## config.mk

```make
export PLATFORM = sky130hd
export DESIGN_NAME = irq_request_logic
export DESIGN_NICKNAME = d
export VERILOG_FILES = /design/src/irq_pkg.sv /design/src/irq_ext_if.sv /design/src/irq_ext_line.sv /design/src/irq_request_logic.sv
export VERILOG_INCLUDE_DIRS = /design/src
export SDC_FILE = /design/constraint.sdc
export NUM_CORES = 1
export LEC_CHECK = 0
export ABC_AREA = 0
export BUFFER_PORTS_ARGS = -buffer_cell sky130_fd_sc_hd__buf_2
export CORE_MARGIN = 4
export CORE_UTILIZATION = 55
export DETAILED_ROUTE_END_ITERATION = 10
export PLACE_DENSITY_LB_ADDON = 0.25
export SLEW_MARGIN = 30
export SYNTH_ARGS = -nofsm -noshare
export SYNTH_HDL_FRONTEND = slang
export SYNTH_SLANG_ARGS = --single-unit
```

## constraint.sdc

```tcl
create_clock -name mclk_in -period 4.6 [get_ports mclk_in]
set_clock_uncertainty 0.05 [all_clocks]
set_input_delay 0.69 -clock mclk_in [delete_from_list [all_inputs] [get_ports mclk_in]]
set_output_delay 0.69 -clock mclk_in [all_outputs]
set_load 0.005 [all_outputs]
```

## src/irq_regs.svh

```systemverilog
`ifndef IRQ_REGS_SVH
`define IRQ_REGS_SVH

// number of request slots in the polling order
`define IRQ_NUM_SRC      10

// polling slots, 0 is polled first
`define IRQ_SRC_EXT0     4'h0
`define IRQ_SRC_USART2   4'h1
`define IRQ_SRC_CTR0     4'h2
`define IRQ_SRC_TWO_WIRE 4'h3
`define IRQ_SRC_EXT1     4'h4
`define IRQ_SRC_RSVD     4'h5
`define IRQ_SRC_CTR1     4'h6
`define IRQ_SRC_USB      4'h7
`define IRQ_SRC_USART1   4'h8
`define IRQ_SRC_CTR2     4'h9

// reset values
`define IRQ_RESET_VECTOR 4'h0
`define IRQ_RESET_FLAG   1'b0

// core clocks per machine cycle, external lines are sampled once per machine cycle
`define IRQ_MC_CLKS      12

`endif

```

## src/irq_pkg.sv

```systemverilog
package irq_pkg;
	`include "irq_regs.svh"

	typedef logic [`IRQ_NUM_SRC-1:0] irq_vec_type;
	typedef logic [3:0]              irq_idx_type;

	// nesting of routines in service: a low one may be preempted by a high one
	typedef enum logic [1:0] {
		SVC_IDLE,
		SVC_LOW,
		SVC_HIGH,
		SVC_LOW_HIGH
	} irq_svc_type;
endpackage : irq_pkg

```

## src/irq_ext_if.sv

```systemverilog
`timescale 1ns/10ps
interface irq_ext_if;
	logic pin;
	logic edge_sel;
	logic alt_sel;
	logic alt_event;
	logic tick;
	logic taken;
	logic flag;

	modport line (
		input  pin,
		input  edge_sel,
		input  alt_sel,
		input  alt_event,
		input  tick,
		input  taken,
		output flag
	);

	modport ctl (
		output pin,
		output edge_sel,
		output alt_sel,
		output alt_event,
		output tick,
		output taken,
		input  flag
	);
endinterface : irq_ext_if

```

## src/irq_ext_line.sv

```systemverilog
`timescale 1ns/10ps
`include "irq_regs.svh"
module irq_ext_line
	import irq_pkg::*;
(
	input  wire logic mclk_in,
	input  wire logic rst_in,
	irq_ext_if.line   ext
);
	logic meta;
	logic sync;
	logic samp;
	logic fall;

	// pin is asynchronous; meta feeds sync only
	always_ff @(posedge mclk_in or posedge rst_in) begin
		if (rst_in) begin
			meta <= 1'b1;
			sync <= 1'b1;
		end else begin
			meta <= ext.pin;
			sync <= meta;
		end
	end

	// one sample per machine cycle; fall is a single-clock pulse
	always_ff @(posedge mclk_in or posedge rst_in) begin
		if (rst_in) begin
			samp <= 1'b1;
			fall <= 1'b0;
		end else begin
			fall <= ext.tick & samp & ~sync;
			if (ext.tick) begin
				samp <= sync;
			end
		end
	end

	always_ff @(posedge mclk_in or posedge rst_in) begin
		if (rst_in) begin
			ext.flag <= `IRQ_RESET_FLAG;
		end else if (ext.alt_sel) begin
			// converter owns the request, handled like a transition
			ext.flag <= ext.alt_event | (ext.flag & ~ext.taken);
		end else if (ext.edge_sel) begin
			ext.flag <= fall | (ext.flag & ~ext.taken);
		end else begin
			// level mode follows the line; vectoring leaves it alone
			ext.flag <= ~samp;
		end
	end

	a_edge_hw_clear: assert property (@(posedge mclk_in) disable iff (rst_in)
		ext.taken && ext.edge_sel && !ext.alt_sel && !fall |=> !ext.flag)
		else $error("transition flag not cleared on vectoring");

	a_level_holds_flag: assert property (@(posedge mclk_in) disable iff (rst_in)
		!ext.edge_sel && !ext.alt_sel && !samp ##1 !ext.edge_sel && !ext.alt_sel |-> ext.flag)
		else $error("level flag dropped while line held low");

	a_edge_sets_flag: assert property (@(posedge mclk_in) disable iff (rst_in)
		ext.tick && samp && !sync && ext.edge_sel && !ext.alt_sel
		##1 ext.edge_sel && !ext.alt_sel |=> ext.flag)
		else $error("falling sample did not set flag");
endmodule : irq_ext_line

```

## src/irq_request_logic.sv

```systemverilog
`timescale 1ns/10ps
`include "irq_regs.svh"
// Functional notes
// - ten request slots: two external lines, three counters, two-wire, USB, two USARTs, one reserved
// - external line zero requests on low level or falling transition per select
// - external line one requests on level or transition per its select
// - transition mode flags clear when the core vectors; level mode ones do not
// - level mode flag stays set while the line is held active
// - converter may take over the line one request on conversion done
// - counter 0/1 overflow sets its flag, except counter 0 in mode 3
// - counter 0/1 overflow flags clear in hardware when serviced
// - counter 2 overflow flag set by overflow, cleared by software only
// - counter 2 trigger pin edge, when enabled, sets external flag and requests
// - two-wire request follows its status flag; hardware clears it on service
// - USB request set by endpoint, suspend, resume and EOP events
// - per source rank; high routine never preempted, low preempted by high
// - equal rank ties resolved by fixed polling order, line zero first
// - per source enables plus a global enable that blocks all
// - each USART request is receive-done OR transmit-done, never hardware cleared
module irq_request_logic
	import irq_pkg::*;
#(
	parameter int MC_CLKS = `IRQ_MC_CLKS
) (
	input  wire logic        mclk_in,
	input  wire logic        rst_in,
	input  wire logic        ext_line_zero_in,
	input  wire logic        ext_line_one_in,
	input  wire logic        ext_zero_edge_sel_in,
	input  wire logic        ext_one_edge_sel_in,
	input  wire logic        conv_takeover_in,
	input  wire logic        conv_done_in,
	input  wire logic        counter0_overflow_in,
	input  wire logic        counter0_mode3_in,
	input  wire logic        counter1_overflow_in,
	input  wire logic        counter2_overflow_in,
	input  wire logic        counter2_ext_pin_in,
	input  wire logic        counter2_ext_enable_in,
	input  wire logic        counter2_ovf_clear_in,
	input  wire logic        counter2_ext_clear_in,
	input  wire logic        two_wire_req_flag_in,
	input  wire logic [6:0]  usb_event_in,
	input  wire logic        usb_flag_clear_in,
	input  wire logic        usart1_rx_done_flag_in,
	input  wire logic        usart1_tx_done_flag_in,
	input  wire logic        usart2_rx_done_flag_in,
	input  wire logic        usart2_tx_done_flag_in,
	input  wire irq_vec_type source_enable_in,
	input  wire logic        global_enable_bit_in,
	input  wire irq_vec_type rank_select_in,
	input  wire logic        core_ack_in,
	input  wire logic        core_reti_in,
	output logic             irq_req_out,
	output irq_idx_type      irq_vector_out,
	output logic             irq_rank_out,
	output logic             ext_zero_req_flag_out,
	output logic             ext_one_req_flag_out,
	output logic             counter0_overflow_flag_out,
	output logic             counter1_overflow_flag_out,
	output logic             counter2_overflow_flag_out,
	output logic             counter2_ext_flag_out,
	output logic             usb_req_flag_out,
	output logic             two_wire_clear_out
);
	if (MC_CLKS < 1 || MC_CLKS > 65536) begin : g_bad_mc
		$error("machine cycle length out of range");
	end

	// lowest set bit wins, so slot 0 is polled first
	function automatic logic [4:0] irq_pick(input irq_vec_type v);
		logic [4:0] r;
		r = 5'h00;
		for (int i = `IRQ_NUM_SRC - 1; i >= 0; i--) begin
			if (v[i]) begin
				r = {1'b1, 4'(i)};
			end
		end
		return r;
	endfunction : irq_pick

	logic [15:0] mc_cnt;
	logic        tick;
	logic        taken;
	logic        c2x_meta;
	logic        c2x_sync;
	logic        c2x_prev;
	logic        c2x_fall;
	irq_vec_type pend;
	irq_vec_type ena;
	irq_vec_type hi_vec;
	irq_vec_type lo_vec;
	logic [4:0]  hi_pick;
	logic [4:0]  lo_pick;
	logic        allow_high;
	logic        allow_low;
	irq_svc_type svc;
	irq_svc_type next_svc;

	irq_ext_if ext0_if ();
	irq_ext_if ext1_if ();

	// machine cycle strobe
	always_ff @(posedge mclk_in or posedge rst_in) begin
		if (rst_in) begin
			mc_cnt <= 16'h0000;
		end else if (mc_cnt == 16'h0000) begin
			mc_cnt <= 16'(MC_CLKS - 1);
		end else begin
			mc_cnt <= mc_cnt - 16'h0001;
		end
	end
	assign tick  = (mc_cnt == 16'h0000);
	assign taken = core_ack_in & irq_req_out;

	assign ext0_if.pin       = ext_line_zero_in;
	assign ext0_if.edge_sel  = ext_zero_edge_sel_in;
	assign ext0_if.alt_sel   = 1'b0;
	assign ext0_if.alt_event = 1'b0;
	assign ext0_if.tick      = tick;
	assign ext0_if.taken     = taken && irq_vector_out == `IRQ_SRC_EXT0;
	assign ext1_if.pin       = ext_line_one_in;
	assign ext1_if.edge_sel  = ext_one_edge_sel_in;
	assign ext1_if.alt_sel   = conv_takeover_in;
	assign ext1_if.alt_event = conv_done_in;
	assign ext1_if.tick      = tick;
	assign ext1_if.taken     = taken && irq_vector_out == `IRQ_SRC_EXT1;

	irq_ext_line u_ext0 (
		.mclk_in (mclk_in),
		.rst_in  (rst_in),
		.ext     (ext0_if.line)
	);

	irq_ext_line u_ext1 (
		.mclk_in (mclk_in),
		.rst_in  (rst_in),
		.ext     (ext1_if.line)
	);

	assign ext_zero_req_flag_out = ext0_if.flag;
	assign ext_one_req_flag_out  = ext1_if.flag;

	// counter 0/1 flags; a new overflow beats the service clear
	always_ff @(posedge mclk_in or posedge rst_in) begin
		if (rst_in) begin
			counter0_overflow_flag_out <= `IRQ_RESET_FLAG;
			counter1_overflow_flag_out <= `IRQ_RESET_FLAG;
		end else begin
			counter0_overflow_flag_out <= (counter0_overflow_in & ~counter0_mode3_in)
				| (counter0_overflow_flag_out & ~(taken && irq_vector_out == `IRQ_SRC_CTR0));
			counter1_overflow_flag_out <= counter1_overflow_in
				| (counter1_overflow_flag_out & ~(taken && irq_vector_out == `IRQ_SRC_CTR1));
		end
	end

	// trigger pin is asynchronous; c2x_meta feeds c2x_sync only
	always_ff @(posedge mclk_in or posedge rst_in) begin
		if (rst_in) begin
			c2x_meta <= 1'b1;
			c2x_sync <= 1'b1;
			c2x_prev <= 1'b1;
		end else begin
			c2x_meta <= counter2_ext_pin_in;
			c2x_sync <= c2x_meta;
			c2x_prev <= c2x_sync;
		end
	end
	assign c2x_fall = c2x_prev & ~c2x_sync & counter2_ext_enable_in;

	// counter 2 flags are software cleared only, vectoring never touches them
	always_ff @(posedge mclk_in or posedge rst_in) begin
		if (rst_in) begin
			counter2_overflow_flag_out <= `IRQ_RESET_FLAG;
			counter2_ext_flag_out      <= `IRQ_RESET_FLAG;
		end else begin
			counter2_overflow_flag_out <= counter2_overflow_in
				| (counter2_overflow_flag_out & ~counter2_ovf_clear_in);
			counter2_ext_flag_out <= c2x_fall
				| (counter2_ext_flag_out & ~counter2_ext_clear_in);
		end
	end

	// USB flag stays until software clears it
	always_ff @(posedge mclk_in or posedge rst_in) begin
		if (rst_in) begin
			usb_req_flag_out <= `IRQ_RESET_FLAG;
		end else begin
			usb_req_flag_out <= (|usb_event_in) | (usb_req_flag_out & ~usb_flag_clear_in);
		end
	end

	// the two-wire unit owns its flag; we only pulse its clear
	always_ff @(posedge mclk_in or posedge rst_in) begin
		if (rst_in) begin
			two_wire_clear_out <= 1'b0;
		end else begin
			two_wire_clear_out <= taken && irq_vector_out == `IRQ_SRC_TWO_WIRE;
		end
	end

	always_comb begin
		pend                       = '0;
		pend[`IRQ_SRC_EXT0]        = ext0_if.flag;
		pend[`IRQ_SRC_USART2]      = usart2_rx_done_flag_in | usart2_tx_done_flag_in;
		pend[`IRQ_SRC_CTR0]        = counter0_overflow_flag_out;
		pend[`IRQ_SRC_TWO_WIRE]    = two_wire_req_flag_in;
		pend[`IRQ_SRC_EXT1]        = ext1_if.flag;
		pend[`IRQ_SRC_CTR1]        = counter1_overflow_flag_out;
		pend[`IRQ_SRC_USB]         = usb_req_flag_out;
		pend[`IRQ_SRC_USART1]      = usart1_rx_done_flag_in | usart1_tx_done_flag_in;
		pend[`IRQ_SRC_CTR2]        = counter2_overflow_flag_out | counter2_ext_flag_out;
	end

	assign ena        = pend & source_enable_in & {`IRQ_NUM_SRC{global_enable_bit_in}};
	assign hi_vec     = ena & rank_select_in;
	assign lo_vec     = ena & ~rank_select_in;
	assign hi_pick    = irq_pick(hi_vec);
	assign lo_pick    = irq_pick(lo_vec);
	assign allow_high = (svc == SVC_IDLE) || (svc == SVC_LOW);
	assign allow_low  = (svc == SVC_IDLE);

	always_comb begin
		next_svc = svc;
		if (taken) begin
			unique case (svc)
				SVC_IDLE:     next_svc = irq_rank_out ? SVC_HIGH : SVC_LOW;
				SVC_LOW:      next_svc = SVC_LOW_HIGH;
				SVC_HIGH:     next_svc = SVC_HIGH;
				SVC_LOW_HIGH: next_svc = SVC_LOW_HIGH;
			endcase
		end else if (core_reti_in) begin
			unique case (svc)
				SVC_IDLE:     next_svc = SVC_IDLE;
				SVC_LOW:      next_svc = SVC_IDLE;
				SVC_HIGH:     next_svc = SVC_IDLE;
				SVC_LOW_HIGH: next_svc = SVC_LOW;
			endcase
		end
	end

	always_ff @(posedge mclk_in or posedge rst_in) begin
		if (rst_in) begin
			svc <= SVC_IDLE;
		end else begin
			svc <= next_svc;
		end
	end

	// request is withdrawn for one cycle after a take so stale flags are not offered twice
	always_ff @(posedge mclk_in or posedge rst_in) begin
		if (rst_in) begin
			irq_req_out    <= 1'b0;
			irq_vector_out <= `IRQ_RESET_VECTOR;
			irq_rank_out   <= 1'b0;
		end else if (taken) begin
			irq_req_out <= 1'b0;
		end else if (allow_high && hi_pick[4]) begin
			irq_req_out    <= 1'b1;
			irq_vector_out <= hi_pick[3:0];
			irq_rank_out   <= 1'b1;
		end else if (allow_low && lo_pick[4]) begin
			irq_req_out    <= 1'b1;
			irq_vector_out <= lo_pick[3:0];
			irq_rank_out   <= 1'b0;
		end else begin
			irq_req_out <= 1'b0;
		end
	end

	a_ctr0_sets_flag: assert property (@(posedge mclk_in) disable iff (rst_in)
		counter0_overflow_in && !counter0_mode3_in |=> counter0_overflow_flag_out)
		else $error("counter 0 overflow did not set flag");

	a_ctr0_mode3_quiet: assert property (@(posedge mclk_in) disable iff (rst_in)
		!counter0_overflow_flag_out && counter0_mode3_in |=> !counter0_overflow_flag_out)
		else $error("counter 0 flag set in mode 3");

	a_ctr1_hw_clear: assert property (@(posedge mclk_in) disable iff (rst_in)
		taken && irq_vector_out == `IRQ_SRC_CTR1 && !counter1_overflow_in
		|=> !counter1_overflow_flag_out)
		else $error("counter 1 flag not cleared on service");

	a_ctr2_sw_only: assert property (@(posedge mclk_in) disable iff (rst_in)
		counter2_overflow_flag_out && !counter2_ovf_clear_in |=> counter2_overflow_flag_out)
		else $error("counter 2 flag cleared without software");

	a_ctr2_ext_edge: assert property (@(posedge mclk_in) disable iff (rst_in)
		c2x_prev && !c2x_sync && counter2_ext_enable_in |=> counter2_ext_flag_out)
		else $error("trigger edge did not set external flag");

	a_two_wire_clear: assert property (@(posedge mclk_in) disable iff (rst_in)
		taken && irq_vector_out == `IRQ_SRC_TWO_WIRE |=> two_wire_clear_out ##1 !two_wire_clear_out)
		else $error("two-wire clear pulse wrong");

	a_usb_event_flag: assert property (@(posedge mclk_in) disable iff (rst_in)
		|usb_event_in |=> usb_req_flag_out)
		else $error("USB event lost");

	a_global_blocks: assert property (@(posedge mclk_in) disable iff (rst_in)
		!global_enable_bit_in |=> !irq_req_out)
		else $error("request offered while globally disabled");

	a_high_no_preempt: assert property (@(posedge mclk_in) disable iff (rst_in)
		(svc == SVC_HIGH || svc == SVC_LOW_HIGH) ##1 (svc == SVC_HIGH || svc == SVC_LOW_HIGH)
		|-> !irq_req_out)
		else $error("high rank routine preempted");

	a_poll_first: assert property (@(posedge mclk_in) disable iff (rst_in)
		!taken && allow_high && hi_vec[0] |=> irq_req_out && irq_vector_out == `IRQ_SRC_EXT0)
		else $error("polling order broken");

	a_usart_or: assert property (@(posedge mclk_in) disable iff (rst_in)
		!taken && allow_low && global_enable_bit_in && source_enable_in == 10'h100
		&& rank_select_in == 10'h000 && (usart1_rx_done_flag_in || usart1_tx_done_flag_in)
		|=> irq_req_out && irq_vector_out == `IRQ_SRC_USART1)
		else $error("USART request not raised");
endmodule : irq_request_logic

```

==> flow_metrics.env <==
export IMPL_dp_slack_ns=2.14
export IMPL_synth_compound_area_frac=0.191
export IMPL_drtIter0Drc=54
export IMPL_vias=1856
export IMPL_synth_seq_cells=43
export IMPL_r2r_end="mc_cnt[10]"
export IMPL_grt_max_degree=44
export IMPL_startpoint="global_enable_bit_in"
export IMPL_coreArea_mm2=0.00380
export IMPL_dp_hpwl_um=3480
export IMPL_required_ns=4.74
export IMPL_synth_edf_count=0
export IMPL_largest_reg_flops=16
export IMPL_post_route_min_period_ns=2.16
export IMPL_crit_path_end_kind="flop"
export IMPL_ys_warn_count=0
export IMPL_fin_total_pwr_mw=1.06
export IMPL_cts_sinks=43
export IMPL_grt_antenna_before_repair=0
export IMPL_root_buffer="clkbuf_8"
export IMPL_clock_path_buffers=2
export IMPL_status="complete, no violations"
export IMPL_io_pins=66
export IMPL_worstPathCellList="buf_2 -> o211ai_1 -> o22ai_2 -> o41ai_2 -> a41oi_4 -> inv_4 -> a22o_1"
export IMPL_portBuffers=63
export IMPL_rows=22
export IMPL_slew_viol_final=0
export IMPL_peakVddDrop_mv=0.275
export IMPL_timing_final_ws_setup_ns=2.44
export IMPL_setup_viol=0
export IMPL_hold_violations=0
export IMPL_r2r_start="mc_cnt[2]"
export IMPL_layout_drive_gt1_share=0.343
export IMPL_worstPathArrival_ns=2.29
export IMPL_cts_htree_levels=2
export IMPL_post_cts_repair_setup_buffers=0
export IMPL_drc=0
export IMPL_final_common_cell="buf_2"
export IMPL_design_area_mm2=0.00269
export IMPL_reg2reg_setup_slack_ns=2.62
export IMPL_syn_to_final_growth_pct=20.2
export IMPL_max_stage_delay_ns=0.37
export IMPL_largestRegisters="mc_cnt (16), irq_vector_out (4), svc (2)"
export IMPL_start_kind="primary input"
export IMPL_leakagePower_nw=1.27
export IMPL_routed_wirelength_um=4570
export IMPL_cts_buffers=5
export IMPL_mostFrequentLayoutCells="buf_2 (63), dfrtp_1 (34), nor2_1 (27)"
export IMPL_drv_cap=0
export IMPL_synth_simple_area_share=0.230
export IMPL_fp_dieW_um=71.8
export IMPL_synthFlopType="dfrtp_1"
export IMPL_rsz0062_at_grt="no"
export IMPL_critPathMaxFanout=18
export IMPL_track_usage=0.188
export IMPL_syn_inst=220
export IMPL_relSlewSlack=0.658
export IMPL_ys_types=60
export IMPL_path_class="in -> reg"
export IMPL_syn_avg_cell_area_um2=10.2
export IMPL_fin_setup_tns_ns=0
export IMPL_first_pass_iters=4
export IMPL_ant_nets=0
export IMPL_max_freq_ghz=0.464
export IMPL_tritoncts="built"
export IMPL_overflow=0
export IMPL_synthArstFlopShare=1.00
export IMPL_r2r_cells=5
export IMPL_fillers=307
export IMPL_hold_class="reg -> reg"
export IMPL_fin_nets=338
export IMPL_yosysSeqAreaShare=0.486
export IMPL_syn_num_nets=273
export IMPL_n_antenna_cell=0
export IMPL_synthAdderAreaFrac=0.00559
export IMPL_grt_pass1_wl_um=7640
export IMPL_first_global_vias=1783
export IMPL_netlist_top_cells_area="dfrtp_1 (38%), dfstp_2 (11%), nor2_1 (4.5%), nand2_1 (3.4%), o21ai_0 (2.7%)"
export IMPL_tightest_slew_ns=0.514
export IMPL_post_drt_via_cell_ratio=5.56
export IMPL_synth_largest_area_cell="dfrtp_1"
export IMPL_post_route_period_util=0.469
export IMPL_die_area_mm2=0.00515
export IMPL_clock_latency_ns=0.29
export IMPL_synthMuxAreaShare=0.00951
export IMPL_place_area_mm2=0.00257
export IMPL_ctsResizeCount=0
export IMPL_regMostFlops="mc_cnt"
export IMPL_crit_slowest_cell="a41oi_4"
export IMPL_synth_area_mm2=0.00224
export IMPL_synth_top_family_by_area="simple AND/OR/NAND/NOR gates"
export IMPL_synth_xor_area_share=0.0352
export IMPL_clk_pin_slew_ns=0.08
export IMPL_synth_top_area_frac=0.380
export IMPL_initial_core_util=0.589
export IMPL_hold_buffers=0
export IMPL_avgRoutedWirePerCell_um=13.7
export IMPL_p_per_area_mw_per_mm2=394
export IMPL_critPathCapture="irq_rank_out"
export IMPL_finalWeightedCongestion=0.807
export IMPL_die_h_um=71.8
==> area by class of cell <==
| class | instances | area, µm² | share of cell area |
|---|---|---|---|
| sequential | 43 | 1090 | 0.404 |
| multi-input combinational | 159 | 1050 | 0.392 |
| tap | 48 | 60.1 | 0.0223 |
| timing repair buffer | 64 | 323 | 0.120 |
| clock inverter | 2 | 35.0 | 0.0130 |
| clock buffer | 6 | 82.6 | 0.0307 |
| inverter | 12 | 47.5 | 0.0177 |
==> power by group <==
group	total [mW]	switching [mW]	internal, mW	leakage [nW]
combinational	0.272	0.140	0.132	0.691
clock	0.296	0.120	0.176	0.0612
sequential	0.491	0.0621	0.429	0.516
total	1.06	0.322	0.736	1.27
==> critical path: cells and delay by family <==
| family | cells | cell delay [ns] |
|---|---|---|
| compound gates | 5 | 1.20 |
| buf+inv | 2 | 0.39 |
==> how the worst min path moves through the flow <==
| stage | end | depth (start not counted) | from |
|---|---|---|---|
| after floorplan | c2x_sync | 0 | c2x_meta |
| after global placement | u_ext0.sync | 0 | u_ext0.meta |
| after detailed placement | c2x_sync | 0 | c2x_meta |
| after CTS | c2x_sync | 0 | c2x_meta |
| after global routing | c2x_sync | 0 | c2x_meta |
| final | c2x_sync | 0 | c2x_meta |
==> logic make-up after synthesis <==
group                    count (synthesis)
AO/OA/AOI/OAI                           53
XOR/XNOR                                 9
adder cells (fa/ha/maj)                  1
buffers and inverters                   18
flip-flops                              43
multiplexers                             2
AND/OR/NAND/NOR                         94
==> metal layers <==
metal / global-route usage / part of all wire / up-vias
met5: 0 / 0 / -
met4: 0.0647 / 0.016 / 0
met3: 0.0505 / 0.081 / 7
met2: 0.308 / 0.47 / 62
met1: 0.239 / 0.43 / 856
li1: - / - / 931
==> per-stage QoR <==
step | hold WS, ns | std cells | utilization
4_1_cts | 0.309 | 334 | 0.708
2_1_floorplan | 0.295 | 220 | -
3_3_place_gp | 0.296 | 326 | 0.677
5_1_grt | 0.316 | 334 | 0.708
3_5_place_dp | 0.298 | 326 | 0.677
6_report | 0.308 | 334 | 0.708
==> Yosys cell counts (all sizes together) (4+ instances only) <==
library cell	n
dfrtp	34
nor2	27
nand2	20
o21ai	14
inv	12
a21oi	11
dfstp	9
nand3	9
nor3	9
nand4	6
xnor2	6
nand2b	5
nand4b	4
o211ai	4
Note: power is estimated with default switching activity, not from simulation.
